==> src/include/stcl_pkg.sv <==
// constants, codes and state types for one transceiver channel control block
// assumes a 40 MHz control clock and a 32-bit apb register bus
package stcl_pkg;
	// ----------------------------------------
	// clock and timing
	// ----------------------------------------
	localparam int CLK_PERIOD_NS = 25;
	localparam int RXDET_PULSE_NS = 100; // detect pulse width, least time
	localparam int RXDET_WAIT_NS = 500; // reflection settle time, least time
	localparam int RXDET_PULSE_CYC = (RXDET_PULSE_NS + CLK_PERIOD_NS - 1) / CLK_PERIOD_NS;
	localparam int RXDET_WAIT_CYC = (RXDET_WAIT_NS + CLK_PERIOD_NS - 1) / CLK_PERIOD_NS;
	localparam int RXDET_CNT_W = 5;
	// ----------------------------------------
	// register byte offsets
	// ----------------------------------------
	localparam logic [7:0] OFS_CTRL = 8'h00;
	localparam logic [7:0] OFS_CFG = 8'h04;
	localparam logic [7:0] OFS_STATUS = 8'h08;
	localparam logic [7:0] OFS_INT_STAT = 8'h0c;
	localparam logic [7:0] OFS_INT_CLR = 8'h10;
	localparam logic [7:0] OFS_INT_EN = 8'h14;
	// ----------------------------------------
	// control register fields
	// ----------------------------------------
	localparam int CTRL_USED = 0;
	localparam int CTRL_PIPE = 1;
	localparam int CTRL_WID_LO = 2; // two bits
	localparam int CTRL_OVR = 4; // lock override ports connected
	localparam int CTRL_RXDET = 5; // write one to start detection
	localparam logic [31:0] CTRL_RST = 32'h0000_0000;
	// ----------------------------------------
	// config register fields
	// ----------------------------------------
	localparam int CFG_MULT_LO = 0; // three bits
	localparam int CFG_BW_LO = 4; // two bits
	localparam int CFG_EQ_LO = 8; // four bits
	localparam int CFG_EQ_ADAPT = 12;
	localparam int CFG_EQ_PD = 13;
	localparam int CFG_PRE_LO = 16; // four bits
	localparam logic [31:0] CFG_RST = 32'h0000_0010;
	// ----------------------------------------
	// status and interrupt bits
	// ----------------------------------------
	localparam int ST_IDLE = 0;
	localparam int ST_FLOCK = 1;
	localparam int ST_PLOCK = 2;
	localparam int ST_BUSY = 3;
	localparam int ST_PRESENT = 4;
	localparam int ST_PWRDN = 5;
	localparam int ST_EQ_LO = 8;
	localparam int IRQ_W = 5;
	localparam int IRQ_LTD_ON = 0;
	localparam int IRQ_LTD_OFF = 1;
	localparam int IRQ_RXDET = 2;
	localparam int IRQ_REFUSE = 3;
	localparam int IRQ_UNDER = 4;
	// ----------------------------------------
	// data widths and codes
	// ----------------------------------------
	localparam int WORD_W = 20;
	localparam logic [1:0] WID_8 = 2'h0;
	localparam logic [1:0] WID_10 = 2'h1;
	localparam logic [1:0] WID_16 = 2'h2;
	localparam logic [1:0] WID_20 = 2'h3;
	localparam logic [1:0] BW_LOW = 2'h0;
	localparam logic [1:0] BW_MED = 2'h1;
	localparam logic [1:0] BW_HIGH = 2'h2;
	typedef enum logic [1:0] {CRU_OFF, CRU_LTR, CRU_LTD} stcl_cru_t;
	typedef enum logic [1:0] {RD_IDLE, RD_PULSE, RD_WAIT} stcl_rxdet_t;
	// serial bits per parallel word
	function automatic logic [4:0] stcl_width(input logic [1:0] code);
		case (code)
			WID_8: stcl_width = 5'h08;
			WID_10: stcl_width = 5'h0a;
			WID_16: stcl_width = 5'h10;
			default: stcl_width = 5'h14;
		endcase
	endfunction
	// pll multiplication factor for each code
	function automatic logic [4:0] stcl_mult(input logic [2:0] code);
		case (code)
			3'h0: stcl_mult = 5'h01;
			3'h1: stcl_mult = 5'h04;
			3'h2: stcl_mult = 5'h05;
			3'h3: stcl_mult = 5'h08;
			3'h4: stcl_mult = 5'h0a;
			3'h5: stcl_mult = 5'h10;
			3'h6: stcl_mult = 5'h14;
			default: stcl_mult = 5'h19;
		endcase
	endfunction
endpackage
==> src/hw/stcl_channel.sv <==
// transmit serializer, idle and detect control, clock recovery lock control
// assumes apb master on ref_clk_in and analog status inputs synchronous to it
//
// Our own choices: register access over APB and the address map.
`timescale 1ns/100ps
`default_nettype none
module stcl_channel (
	// clock and reset
	input wire logic ref_clk_in,
	input wire logic resetn_in,
	// apb slave
	input wire logic psel_in,
	input wire logic penable_in,
	input wire logic pwrite_in,
	input wire logic [7:0] paddr_in,
	input wire logic [31:0] pwdata_in,
	output logic [31:0] prdata_out,
	output logic pready_out,
	output logic pslverr_out,
	// fabric transmit data and pipe control
	input wire logic [stcl_pkg::WORD_W-1:0] tx_word_in,
	input wire logic tx_word_valid_in,
	output logic tx_word_ready_out,
	input wire logic tx_force_elecidle_in,
	// serial transmit pin
	output logic tx_serial_out,
	output logic tx_serial_oe_out,
	// receiver detect analog
	output logic rxdet_pulse_out,
	input wire logic rxdet_reflect_in,
	// lock overrides and analog lock status
	input wire logic lock_to_data_in,
	input wire logic lock_to_ref_in,
	input wire logic pll_ref_locked_in,
	input wire logic freq_in_ppm_in,
	output logic rx_pll_locked_out,
	output logic rx_freqlocked_out,
	output logic pll_powerdown_out,
	// analog settings
	output logic [4:0] pll_mult_out,
	output logic [1:0] pll_bw_out,
	output logic [3:0] eq_gain_out,
	input wire logic [3:0] eq_adapt_level_in,
	output logic eq_adapt_pd_out,
	input wire logic reconfig_we_in,
	input wire logic [3:0] reconfig_preemph_in,
	output logic [3:0] preemph_out,
	// interrupt
	output logic irq_out
);
	import stcl_pkg::*;
	logic [31:0] ctrl_ff, nxt_ctrl; // control register
	logic [31:0] cfg_ff, nxt_cfg; // analog config register
	logic [IRQ_W-1:0] ist_ff, nxt_ist; // sticky event bits
	logic [IRQ_W-1:0] ien_ff, nxt_ien; // event enables
	logic [IRQ_W-1:0] ev; // this cycle's events
	logic [31:0] rdata_ff, nxt_rdata;
	logic err_ff, nxt_err;
	logic [3:0] eq_ff, nxt_eq; // equalizer level in use
	logic [3:0] pre_ff, nxt_pre; // pre-emphasis in use
	logic idle_ff, nxt_idle; // electrical idle state
	logic plock_ff, nxt_plock;
	stcl_cru_t cru_ff, nxt_cru;
	stcl_rxdet_t rd_ff, nxt_rd;
	logic [RXDET_CNT_W-1:0] rdcnt_ff, nxt_rdcnt;
	logic present_ff, nxt_present;
	logic wr, rd, start_req, under;
	// ----------------------------------------
	// apb decode
	// ----------------------------------------
	// zero wait states: every access completes in its first access cycle
	assign pready_out = 1'b1;
	assign wr = psel_in && penable_in && pwrite_in;
	assign rd = psel_in && penable_in && !pwrite_in;
	assign start_req = wr && paddr_in == OFS_CTRL && pwdata_in[CTRL_RXDET];
	always_comb begin
		nxt_ctrl = ctrl_ff;
		nxt_cfg = cfg_ff;
		nxt_ien = ien_ff;
		nxt_rdata = rdata_ff;
		nxt_err = 1'b0;
		nxt_ist = ist_ff;
		if (wr) begin
			if (paddr_in == OFS_CTRL) begin
				nxt_ctrl = pwdata_in & 32'h0000_001f; // start bit never stored
			end else if (paddr_in == OFS_CFG) begin
				nxt_cfg[CFG_MULT_LO +: 3] = pwdata_in[CFG_MULT_LO +: 3];
				// reserved bandwidth code is ignored, keeps setting legal
				if (pwdata_in[CFG_BW_LO +: 2] != 2'h3) begin
					nxt_cfg[CFG_BW_LO +: 2] = pwdata_in[CFG_BW_LO +: 2];
				end
				nxt_cfg[CFG_EQ_LO +: 6] = pwdata_in[CFG_EQ_LO +: 6];
				nxt_cfg[CFG_PRE_LO +: 4] = pwdata_in[CFG_PRE_LO +: 4];
			end else if (paddr_in == OFS_INT_CLR) begin
				nxt_ist = ist_ff & ~pwdata_in[IRQ_W-1:0];
			end else if (paddr_in == OFS_INT_EN) begin
				nxt_ien = pwdata_in[IRQ_W-1:0];
			end else if (paddr_in != OFS_STATUS && paddr_in != OFS_INT_STAT) begin
				nxt_err = 1'b1; // unmapped
			end
		end
		// set wins over a clear in the same cycle
		nxt_ist = nxt_ist | ev;
		if (rd) begin
			if (paddr_in == OFS_CTRL) begin
				nxt_rdata = ctrl_ff;
			end else if (paddr_in == OFS_CFG) begin
				nxt_rdata = cfg_ff;
			end else if (paddr_in == OFS_STATUS) begin
				nxt_rdata = '0;
				nxt_rdata[ST_IDLE] = idle_ff;
				nxt_rdata[ST_FLOCK] = cru_ff == CRU_LTD;
				nxt_rdata[ST_PLOCK] = plock_ff;
				nxt_rdata[ST_BUSY] = rd_ff != RD_IDLE;
				nxt_rdata[ST_PRESENT] = present_ff;
				nxt_rdata[ST_PWRDN] = cru_ff == CRU_OFF;
				nxt_rdata[ST_EQ_LO +: 4] = eq_ff;
			end else if (paddr_in == OFS_INT_STAT) begin
				nxt_rdata = {27'h0, ist_ff};
			end else if (paddr_in == OFS_INT_EN) begin
				nxt_rdata = {27'h0, ien_ff};
			end else if (paddr_in == OFS_INT_CLR) begin
				nxt_rdata = '0; // write-only
			end else begin
				nxt_rdata = '0;
				nxt_err = 1'b1;
			end
		end
	end
	// register file flops
	always_ff @(posedge ref_clk_in or negedge resetn_in) begin
		if (!resetn_in) begin
			ctrl_ff <= CTRL_RST;
			cfg_ff <= CFG_RST;
			ist_ff <= '0;
			ien_ff <= '0;
			rdata_ff <= '0;
			err_ff <= 1'b0;
		end else begin
			ctrl_ff <= nxt_ctrl;
			cfg_ff <= nxt_cfg;
			ist_ff <= nxt_ist;
			ien_ff <= nxt_ien;
			rdata_ff <= nxt_rdata;
			err_ff <= nxt_err;
		end
	end
	// read data is live during the access cycle, then held from the flop
	assign prdata_out = rd ? nxt_rdata : rdata_ff;
	assign pslverr_out = psel_in && penable_in && nxt_err;
	assign irq_out = |(ist_ff & ien_ff);
	// ----------------------------------------
	// transmit path
	// ----------------------------------------
	stcl_serializer u_ser (
		.ref_clk_in(ref_clk_in),
		.resetn_in(resetn_in),
		.width_code_in(ctrl_ff[CTRL_WID_LO +: 2]),
		.word_in(tx_word_in),
		.word_valid_in(tx_word_valid_in),
		.word_ready_out(tx_word_ready_out),
		.serial_out(tx_serial_out),
		.underrun_out(under)
	);
	// idle only obeys the fabric in pipe mode
	assign nxt_idle = ctrl_ff[CTRL_PIPE] && tx_force_elecidle_in;
	assign tx_serial_oe_out = !idle_ff; // tri-state while idle
	// ----------------------------------------
	// receiver detect sequencer
	// ----------------------------------------
	// a start outside electrical idle is refused, never run
	always_comb begin
		nxt_rd = rd_ff;
		nxt_rdcnt = rdcnt_ff;
		nxt_present = present_ff;
		case (rd_ff)
			RD_IDLE: begin
				if (start_req && idle_ff) begin
					nxt_rd = RD_PULSE;
					nxt_rdcnt = RXDET_CNT_W'(RXDET_PULSE_CYC - 1);
				end
			end
			RD_PULSE: begin
				if (!idle_ff) begin
					nxt_rd = RD_IDLE; // idle lost: abort
				end else if (rdcnt_ff == '0) begin
					nxt_rd = RD_WAIT;
					nxt_rdcnt = RXDET_CNT_W'(RXDET_WAIT_CYC - 1);
				end else begin
					nxt_rdcnt = rdcnt_ff - 1'b1;
				end
			end
			RD_WAIT: begin
				if (!idle_ff) begin
					nxt_rd = RD_IDLE;
				end else if (rdcnt_ff == '0) begin
					nxt_rd = RD_IDLE;
					nxt_present = rxdet_reflect_in;
				end else begin
					nxt_rdcnt = rdcnt_ff - 1'b1;
				end
			end
			default: nxt_rd = RD_IDLE;
		endcase
	end
	// gated by idle so an abort never leaves a pulse on a driven lane
	assign rxdet_pulse_out = rd_ff == RD_PULSE && idle_ff;
	// ----------------------------------------
	// clock recovery lock source
	// ----------------------------------------
	always_comb begin
		nxt_cru = cru_ff;
		if (!ctrl_ff[CTRL_USED]) begin
			nxt_cru = CRU_OFF; // unused channel
		end else if (ctrl_ff[CTRL_OVR] && lock_to_data_in) begin
			nxt_cru = CRU_LTD; // data wins regardless of reference
		end else if (ctrl_ff[CTRL_OVR] && lock_to_ref_in) begin
			nxt_cru = CRU_LTR;
		end else begin
			// automatic, also when overrides are not connected
			case (cru_ff)
				CRU_LTD: if (!freq_in_ppm_in) nxt_cru = CRU_LTR;
				default: begin
					nxt_cru = CRU_LTR;
					// switch only inside the ppm window
					if (cru_ff == CRU_LTR && pll_ref_locked_in && freq_in_ppm_in) begin
						nxt_cru = CRU_LTD;
					end
				end
			endcase
		end
	end
	// follows the next state so power-down clears it at once
	assign nxt_plock = nxt_cru != CRU_OFF && pll_ref_locked_in;
	assign rx_freqlocked_out = cru_ff == CRU_LTD;
	assign rx_pll_locked_out = plock_ff;
	assign pll_powerdown_out = cru_ff == CRU_OFF;
	// ----------------------------------------
	// analog settings
	// ----------------------------------------
	always_comb begin
		nxt_eq = cfg_ff[CFG_EQ_LO +: 4]; // static gain, one of sixteen levels
		if (cfg_ff[CFG_EQ_ADAPT]) begin
			// adaptive result, frozen once the adapter is powered down
			nxt_eq = cfg_ff[CFG_EQ_PD] ? eq_ff : eq_adapt_level_in;
		end
		// run-time reconfiguration beats a same-cycle register write
		nxt_pre = reconfig_we_in ? reconfig_preemph_in : pre_ff;
		if (!reconfig_we_in && wr && paddr_in == OFS_CFG) begin
			nxt_pre = pwdata_in[CFG_PRE_LO +: 4];
		end
	end
	assign pll_mult_out = stcl_mult(cfg_ff[CFG_MULT_LO +: 3]);
	assign pll_bw_out = cfg_ff[CFG_BW_LO +: 2];
	assign eq_gain_out = eq_ff;
	assign eq_adapt_pd_out = cfg_ff[CFG_EQ_PD];
	assign preemph_out = pre_ff;
	// events feeding the sticky status
	always_comb begin
		ev = '0;
		ev[IRQ_LTD_ON] = nxt_cru == CRU_LTD && cru_ff != CRU_LTD;
		ev[IRQ_LTD_OFF] = nxt_cru != CRU_LTD && cru_ff == CRU_LTD;
		ev[IRQ_RXDET] = rd_ff != RD_IDLE && nxt_rd == RD_IDLE;
		ev[IRQ_REFUSE] = start_req && (!idle_ff || rd_ff != RD_IDLE);
		ev[IRQ_UNDER] = under;
	end
	// channel state flops
	always_ff @(posedge ref_clk_in or negedge resetn_in) begin
		if (!resetn_in) begin
			eq_ff <= 4'h0;
			pre_ff <= 4'h0;
			idle_ff <= 1'b0;
			plock_ff <= 1'b0;
			cru_ff <= CRU_OFF;
			rd_ff <= RD_IDLE;
			rdcnt_ff <= '0;
			present_ff <= 1'b0;
		end else begin
			eq_ff <= nxt_eq;
			pre_ff <= nxt_pre;
			idle_ff <= nxt_idle;
			plock_ff <= nxt_plock;
			cru_ff <= nxt_cru;
			rd_ff <= nxt_rd;
			rdcnt_ff <= nxt_rdcnt;
			present_ff <= nxt_present;
		end
	end
endmodule
`default_nettype wire

==> src/hw/stcl_serializer.sv <==
// parallel to serial shifter, one serial bit per clock, lsb first
// assumes width changes are wanted only at word boundaries
`timescale 1ns/100ps
`default_nettype none
module stcl_serializer (
	// clock and reset
	input wire logic ref_clk_in,
	input wire logic resetn_in,
	// word side
	input wire logic [1:0] width_code_in,
	input wire logic [stcl_pkg::WORD_W-1:0] word_in,
	input wire logic word_valid_in,
	output logic word_ready_out,
	// serial side
	output logic serial_out,
	output logic underrun_out
);
	import stcl_pkg::*;
	logic [WORD_W-1:0] shreg_ff, nxt_shreg;
	logic [4:0] cnt_ff, nxt_cnt; // bits still to send after current
	logic active_ff, nxt_active;
	logic serial_ff, nxt_serial;
	logic under_ff, nxt_under;
	// ----------------------------------------
	// load and shift
	// ----------------------------------------
	// ready on the last bit lets the next word follow with no gap
	assign word_ready_out = !active_ff || (cnt_ff == 5'h00);
	always_comb begin
		nxt_shreg = {1'b0, shreg_ff[WORD_W-1:1]};
		nxt_cnt = cnt_ff - 5'h01;
		nxt_active = active_ff;
		nxt_serial = shreg_ff[0];
		nxt_under = 1'b0;
		if (word_ready_out) begin
			if (word_valid_in) begin
				// bit zero leaves first, msb last
				nxt_serial = word_in[0];
				nxt_shreg = {1'b0, word_in[WORD_W-1:1]};
				nxt_cnt = stcl_width(width_code_in) - 5'h01;
				nxt_active = 1'b1;
			end else begin
				// starved: line drops low, flagged once per gap
				nxt_serial = 1'b0;
				nxt_cnt = 5'h00;
				nxt_active = 1'b0;
				nxt_under = active_ff;
			end
		end
	end
	// registers only
	always_ff @(posedge ref_clk_in or negedge resetn_in) begin
		if (!resetn_in) begin
			shreg_ff <= '0;
			cnt_ff <= 5'h00;
			active_ff <= 1'b0;
			serial_ff <= 1'b0;
			under_ff <= 1'b0;
		end else begin
			shreg_ff <= nxt_shreg;
			cnt_ff <= nxt_cnt;
			active_ff <= nxt_active;
			serial_ff <= nxt_serial;
			under_ff <= nxt_under;
		end
	end
	assign serial_out = serial_ff;
	assign underrun_out = under_ff;
endmodule
`default_nettype wire

==> config.mk <==
export PLATFORM = sky130hd
export DESIGN_NAME = stcl_channel
export DESIGN_NICKNAME = d
export VERILOG_FILES = /design/src/include/stcl_pkg.sv /design/src/hw/stcl_channel.sv /design/src/hw/stcl_serializer.sv
export SDC_FILE = /design/constraint.sdc
export NUM_CORES = 1
export LEC_CHECK = 0
export BUFFER_PORTS_ARGS = -buffer_cell sky130_fd_sc_hd__buf_2
export CAP_MARGIN = 20
export CORE_MARGIN = 3
export CORE_UTILIZATION = 58
export CTS_BUF_LIST = sky130_fd_sc_hd__clkbuf_2
export DETAILED_ROUTE_END_ITERATION = 6
export PLACE_DENSITY_LB_ADDON = 0.25
export SLEW_MARGIN = 20
export SYNTH_ARGS = -nofsm -noshare
export SYNTH_HDL_FRONTEND = slang
export SYNTH_HIERARCHICAL = 1
export SYNTH_SLANG_ARGS = --single-unit
==> constraint.sdc <==
create_clock -name ref_clk_in -period 4 [get_ports ref_clk_in]
set_input_delay 0.4 -clock ref_clk_in [delete_from_list [all_inputs] [get_ports ref_clk_in]]
set_output_delay 0.4 -clock ref_clk_in [all_outputs]
set_load 0.005 [all_outputs]
### Word level (Yosys, flattened, before mapping)

Index checks and enable logic that the tools add are counted.

* register bits: 110
* logic and storage cells: 162

* add/subtract/negate cells: 3
* equal/unequal tests: 28
* multiplexer cells: 59
* bitwise logic cells: 7
* reduce and logical (&&, ||, !) cells: 46

Operators by type and width (count)
* 2-to-1 mux 5 bit: 15
* 2-to-1 mux 32 bit: 2
* 2-to-1 mux 20 bit: 2
* 2-to-1 mux 19 bit: 2
* case mux 5 bit (7 select lines): 1
* case mux 5 bit (3 select lines): 2
* 2-to-1 mux 2 bit: 11
* logical AND 1 bit: 21
* 2-to-1 mux 1 bit: 18
* equality test 8 x 4 -> 1 bit, second input constant: 2
* equality test 8 x 5 -> 1 bit, second input constant: 2
* 2-to-1 mux 4 bit: 4
* inequality test 2 bit, second input constant: 8
* inequality test 8 x 4 -> 1 bit, second input constant: 2
* subtractor 5 x 1 -> 5 bit, second input constant: 3
* 2-to-1 mux 12 bit: 1
* bitwise AND 5 bit: 2
* logical NOT 5 bit: 2
* AND reduction 5 bit: 2
* equality test 3 bit, second input constant: 3
* equality test 2 bit, second input constant: 4
* equality test 8 x 3 -> 1 bit, second input constant: 1
* logical NOT 2 bit: 4
* logical NOT 8 bit: 1
* other kinds (16): 28

### Depth between registers and ports, before layout

* word-level depth: 16
* gate-level depth with buffers: 7
* mapped depth without buffers: 7

### Modules after synthesis

Netlist, hierarchy kept.

By module, submodules not included
* stcl_channel: instances 1, cells each 388, area each 3842.4 um^2
* stcl_serializer: instances 1, cells each 76, area each 1178.6 um^2

### Worst setup path after synthesis

No wires, ideal clock.

* path type: in2out
* from: input port paddr_in[2]
* to: output port prdata_out[4]
* data arrival time: 1.680 ns
* required time: 3.600 ns
* setup slack: 1.920 ns
* stages on the path: 6
* buffers on the path: 2
* cells stage by stage: clkbuf_1 clkbuf_1 o21a_1 nor2_1 o32a_1 o21ai_0

* cells in the longest elaborated chain, start to end: 8
* elaborated cells between the ends (all ways): 12

Ends and longest elaborated chain
* start: declaration: RTL line stcl_channel.sv:15 `input wire logic [7:0] paddr_in,`
* equality test 8 x 5 -> 1 bit: RTL line stcl_channel.sv:120 `end else if (paddr_in == OFS_INT_EN) begin`
* 2-to-1 mux 5 bit: RTL line stcl_channel.sv:120
* 2-to-1 mux 5 bit: RTL line stcl_channel.sv:118 `end else if (paddr_in == OFS_INT_STAT) begin`
* 2-to-1 mux 12 bit: RTL line stcl_channel.sv:109 `end else if (paddr_in == OFS_STATUS) begin`
* 2-to-1 mux 20 bit: RTL line stcl_channel.sv:107 `end else if (paddr_in == OFS_CFG) begin`
* 2-to-1 mux 20 bit (*): RTL line stcl_channel.sv:105 `if (paddr_in == OFS_CTRL) begin`
* 2-to-1 mux 32 bit (*): RTL line stcl_channel.sv:104 `if (rd) begin`
* 2-to-1 mux 32 bit (*): RTL line stcl_channel.sv:149 `assign prdata_out = rd ? nxt_rdata : rdata_ff;`
* end: declaration: RTL line stcl_channel.sv:17 `output logic [31:0] prdata_out,`

Mark *: on every way between the ends. The rest lies on a longest branch, timed or not.

### Final worst setup path

* from: register u_ser.cnt_ff[0]
* to: output port tx_word_ready_out

* cells in the longest elaborated chain, start to end: 2

Ends and longest elaborated chain
* start: declaration: RTL line stcl_serializer.sv:20 `logic [4:0] cnt_ff, nxt_cnt;`
* start signal: assignment: RTL line stcl_serializer.sv:61 `cnt_ff <= nxt_cnt;`
* logical NOT 5 bit: RTL line stcl_serializer.sv:28 `assign word_ready_out = !active_ff || (cnt_ff == 5'h00);`
* logical OR 1 bit: RTL line stcl_serializer.sv:28
* end: declaration: RTL line stcl_channel.sv:23 `output logic tx_word_ready_out,`

Every way passes these cells.

==> results.md <==
* Status: finished clean
* Share of cells above drive strength 1 at 0.291
* Final #Nets at 700
* CTS Buf Count at 9
* Row count at 33
* Maximum Capacitance Violations at 0
* Total number of vias at 3959
* DRT Pass-1 Iters at 5
* Final GP Congestion at 0.923
* H-Tree Depth at 3
* GRT Resource Usage Total at 0.245
* Grt met1 use at 0.315
* Initial antenna violation count at 0
* Setup Crit Path Kind: register to output port
* Via-per-instance ratio at 5.50
* Clock latency on the worst-skew pair at 0.59 ns
* Largest family of logic cells by synthesized area: simple AND/OR/NAND/NOR gates
* Hold Path Class: input pin to register
* Post-synth EDFFs at 0
* Worst hold margin at 0.0426 ns
* DRC errors left at 0
* Fillcell total at 596
* Final number of max-transition violations at 0
* RSZ-0062 raised after global routing: no
* Final Cycle Share at 0.662
* Top cells by area, synth: dfrtp_1, nand2_1, mux2_2
* Die area at 9810 um^2
* Leak pwr at 0.00319 uW
* Final instance area at 6120 um^2
* Core Area at 8300 um^2
* Worst vdd ir at 174 uV
* Cell variety after synth at 59
* Peak fanout along the critical path at 9
* Global route overflow at 0
* Largest net degree at the start of global routing at 86
* Antenna diodes at 0
* Seq/Total Area, Yosys at 0.543
* Pre-CTS setup slack at 1.49 ns
* Initial Util at 0.605
* Post-CTS setup buffers at 0
* Top cell type's share of synthesized area at 0.538
* Area growth syn-to-layout at 22.0%
* Die Y at 99.0 um
* Netlist area before placement at 5020 um^2
* Detailed Route Iter0 Violations at 157
* Min Clock Period, post-route at 2.65 ns
* Vias in the first global route at 4033
* CTS sink count at 109
* Asr flop ratio synth at 1.00
* Top Usage Layer GRT: met2
* Max clock buf depth at 2
* Slew @ Worst Pin at 0.934 ns
* Final setup viols at 0
* Count leader, synth: dfrtp_1
* Post-CTS sizing at 0
* Setup_tns at 0 ns
* Post-synthesis mux area share at 0.109
* Die X-Extent at 99.0 um
* Ys flop type: dfrtp_1
* Synth Warn # at 6
* Buffers on Ports at 121
* Root Buffer Master: clkbuf_2
* Antenna-violating nets left at 0
* CP endpoint kind: output port
* Synthesized area per cell at 10.8 um^2
* Met2 Resource Use GR at 0.425
* Final hold violation count at 0
* WL per Instance at 16.5 um
* Placed cell area at 5670 um^2
* Register bit total from synthesis at 109
* Setup Skew at 0.0384 ns
* I/O pins at 139
* Post-Synth XOR/XNOR Area at 0.00349
* Pwr dens at 373 nW/um^2
* Fin worst setup slack at 1.35 ns
* First-pass GRT wire length at 19300 um
* Synth area leader: dfrtp_1
* Post-DP HPWL at 8020 um
* Post-Synth Adder-Cell Area at 0.0199
* Req. time, crit path at 3.60 ns
* Met3 global-route usage at 0.0495
* CTS tree: done
* Synth Area in Simple Gates at 0.180
* Compound-cell area share of the yosys netlist at 0.111
* Fmax achieved at 378 MHz
* Slew margin rel. at 0.375
* Startpoint Class: register
* Clock transition at path regs at 0.28 ns
* Crit path DAT at 2.25 ns
* Drt total wl at 11800 um
* Total power at 2280 uW
* Syn nets at 553
* Cells after Synth at 464
* Cts hold-fix bufs at 27
* Most frequent cells after synthesis: dfrtp_1, nand2_1, nor2_1, mux2_2, and2_1
## layout by cell type (no fill, tap or decap), types with 7 or more instances in the layout
cell,n
nor2_1,38
mux2i_1,16
nor3_1,11
ha_1,8
nand2_1,68
a22oi_1,7
buf_2,120
and2_1,20
dfrtp_1,108
nand3_1,9
clkbuf_2,9
nand2b_1,14
inv_1,17
mux2_2,21
mux2_4,10
a21oi_1,13
o21ai_0,16
dlygate4sd3_1,35
## kinds of logic (layout without fill, tap and decap cells)
logic type	after synthesis	after routing
simple gates	184	184
fa+ha+maj	8	8
mux	47	47
compound gates	75	75
xor+xnor	2	2
flops	109	109
other cells	1	1
buf+inv	38	189
## area by class of cell
class / instances / area [um^2] / share of cell area
Sequential cell: 109 / 2730 / 0.446
Clock inverter: 6 / 56.3 / 0.00919
Multi-Input combinational cell: 317 / 2130 / 0.348
Tap cell: 105 / 131 / 0.0215
Inverter: 17 / 63.8 / 0.0104
Timing Repair Buffer: 157 / 970 / 0.158
Clock buffer: 9 / 45.0 / 0.00736
## layer usage
metal / vias up / wire [um]
li1: 1892 / -
met1: 1932 / 5040
met2: 125 / 6050
met3: 10 / 651
met4: 0 / 107
met5: - / 0
## state kept, by name (all words and copies together), names as in the netlist
register	flops
u_ser/active_ff	1
ist_ff	5
cru_ff	2
rx_pll_locked_out	1
u_ser/cnt_ff	5
rdata_ff	32
present_ff	1
eq_gain_out	4
u_ser/serial_out	1
preemph_out	4
ien_ff	5
cfg_ff	15
u_ser/underrun_out	1
ctrl_ff	5
rd_ff	2
idle_ff	1
rdcnt_ff	5
u_ser/shreg_ff	19
## power by group
group	total [uW]	internal [uW]	switching, uW
logic	499	279	220
clock network	476	93.3	383
registers	1310	1240	65.9
total	2280	1620	668
## worst max-delay path, stage by stage (launching register included)
cell and delay [ns]:
dfrtp_1 0.47, inv_1 0.08, ha_1 0.20, or3b_1 0.41
o21ai_4 0.33, buf_2 0.18
## per-stage QoR
| stage | instances | utilization |
|---|---|---|
| 2_1_floorplan | 464 | - |
| 3_5_place_dp | 670 | 0.683 |
| 5_1_grt | 720 | 0.738 |
| 3_3_place_gp | 670 | 0.683 |
| 6_report | 720 | 0.738 |
| 4_1_cts | 712 | 0.728 |
## path summary, 6_finish.rpt
| path | startpoint | to | slack, ns | depth (start not counted) |
|---|---|---|---|---|
| max reg2reg | rdcnt_ff[0] | rdcnt_ff[3] | 1.87 | 7 |
| min reg2reg | u_ser/shreg_ff[17] | u_ser/shreg_ff[16] | 0.50 | 1 |
| min in group asynchronous | resetn_in | rdata_ff[13] | 0.38 | 2 |
| max | u_ser/cnt_ff[0] | tx_word_ready_out | 1.35 | 5 |
| max in group asynchronous | resetn_in | cfg_ff[4] | 2.73 | 3 |
| min | tx_word_in[8] | u_ser/shreg_ff[7] | 0.04 | 2 |
No activity file was read; power rests on OpenSTA's default activity.
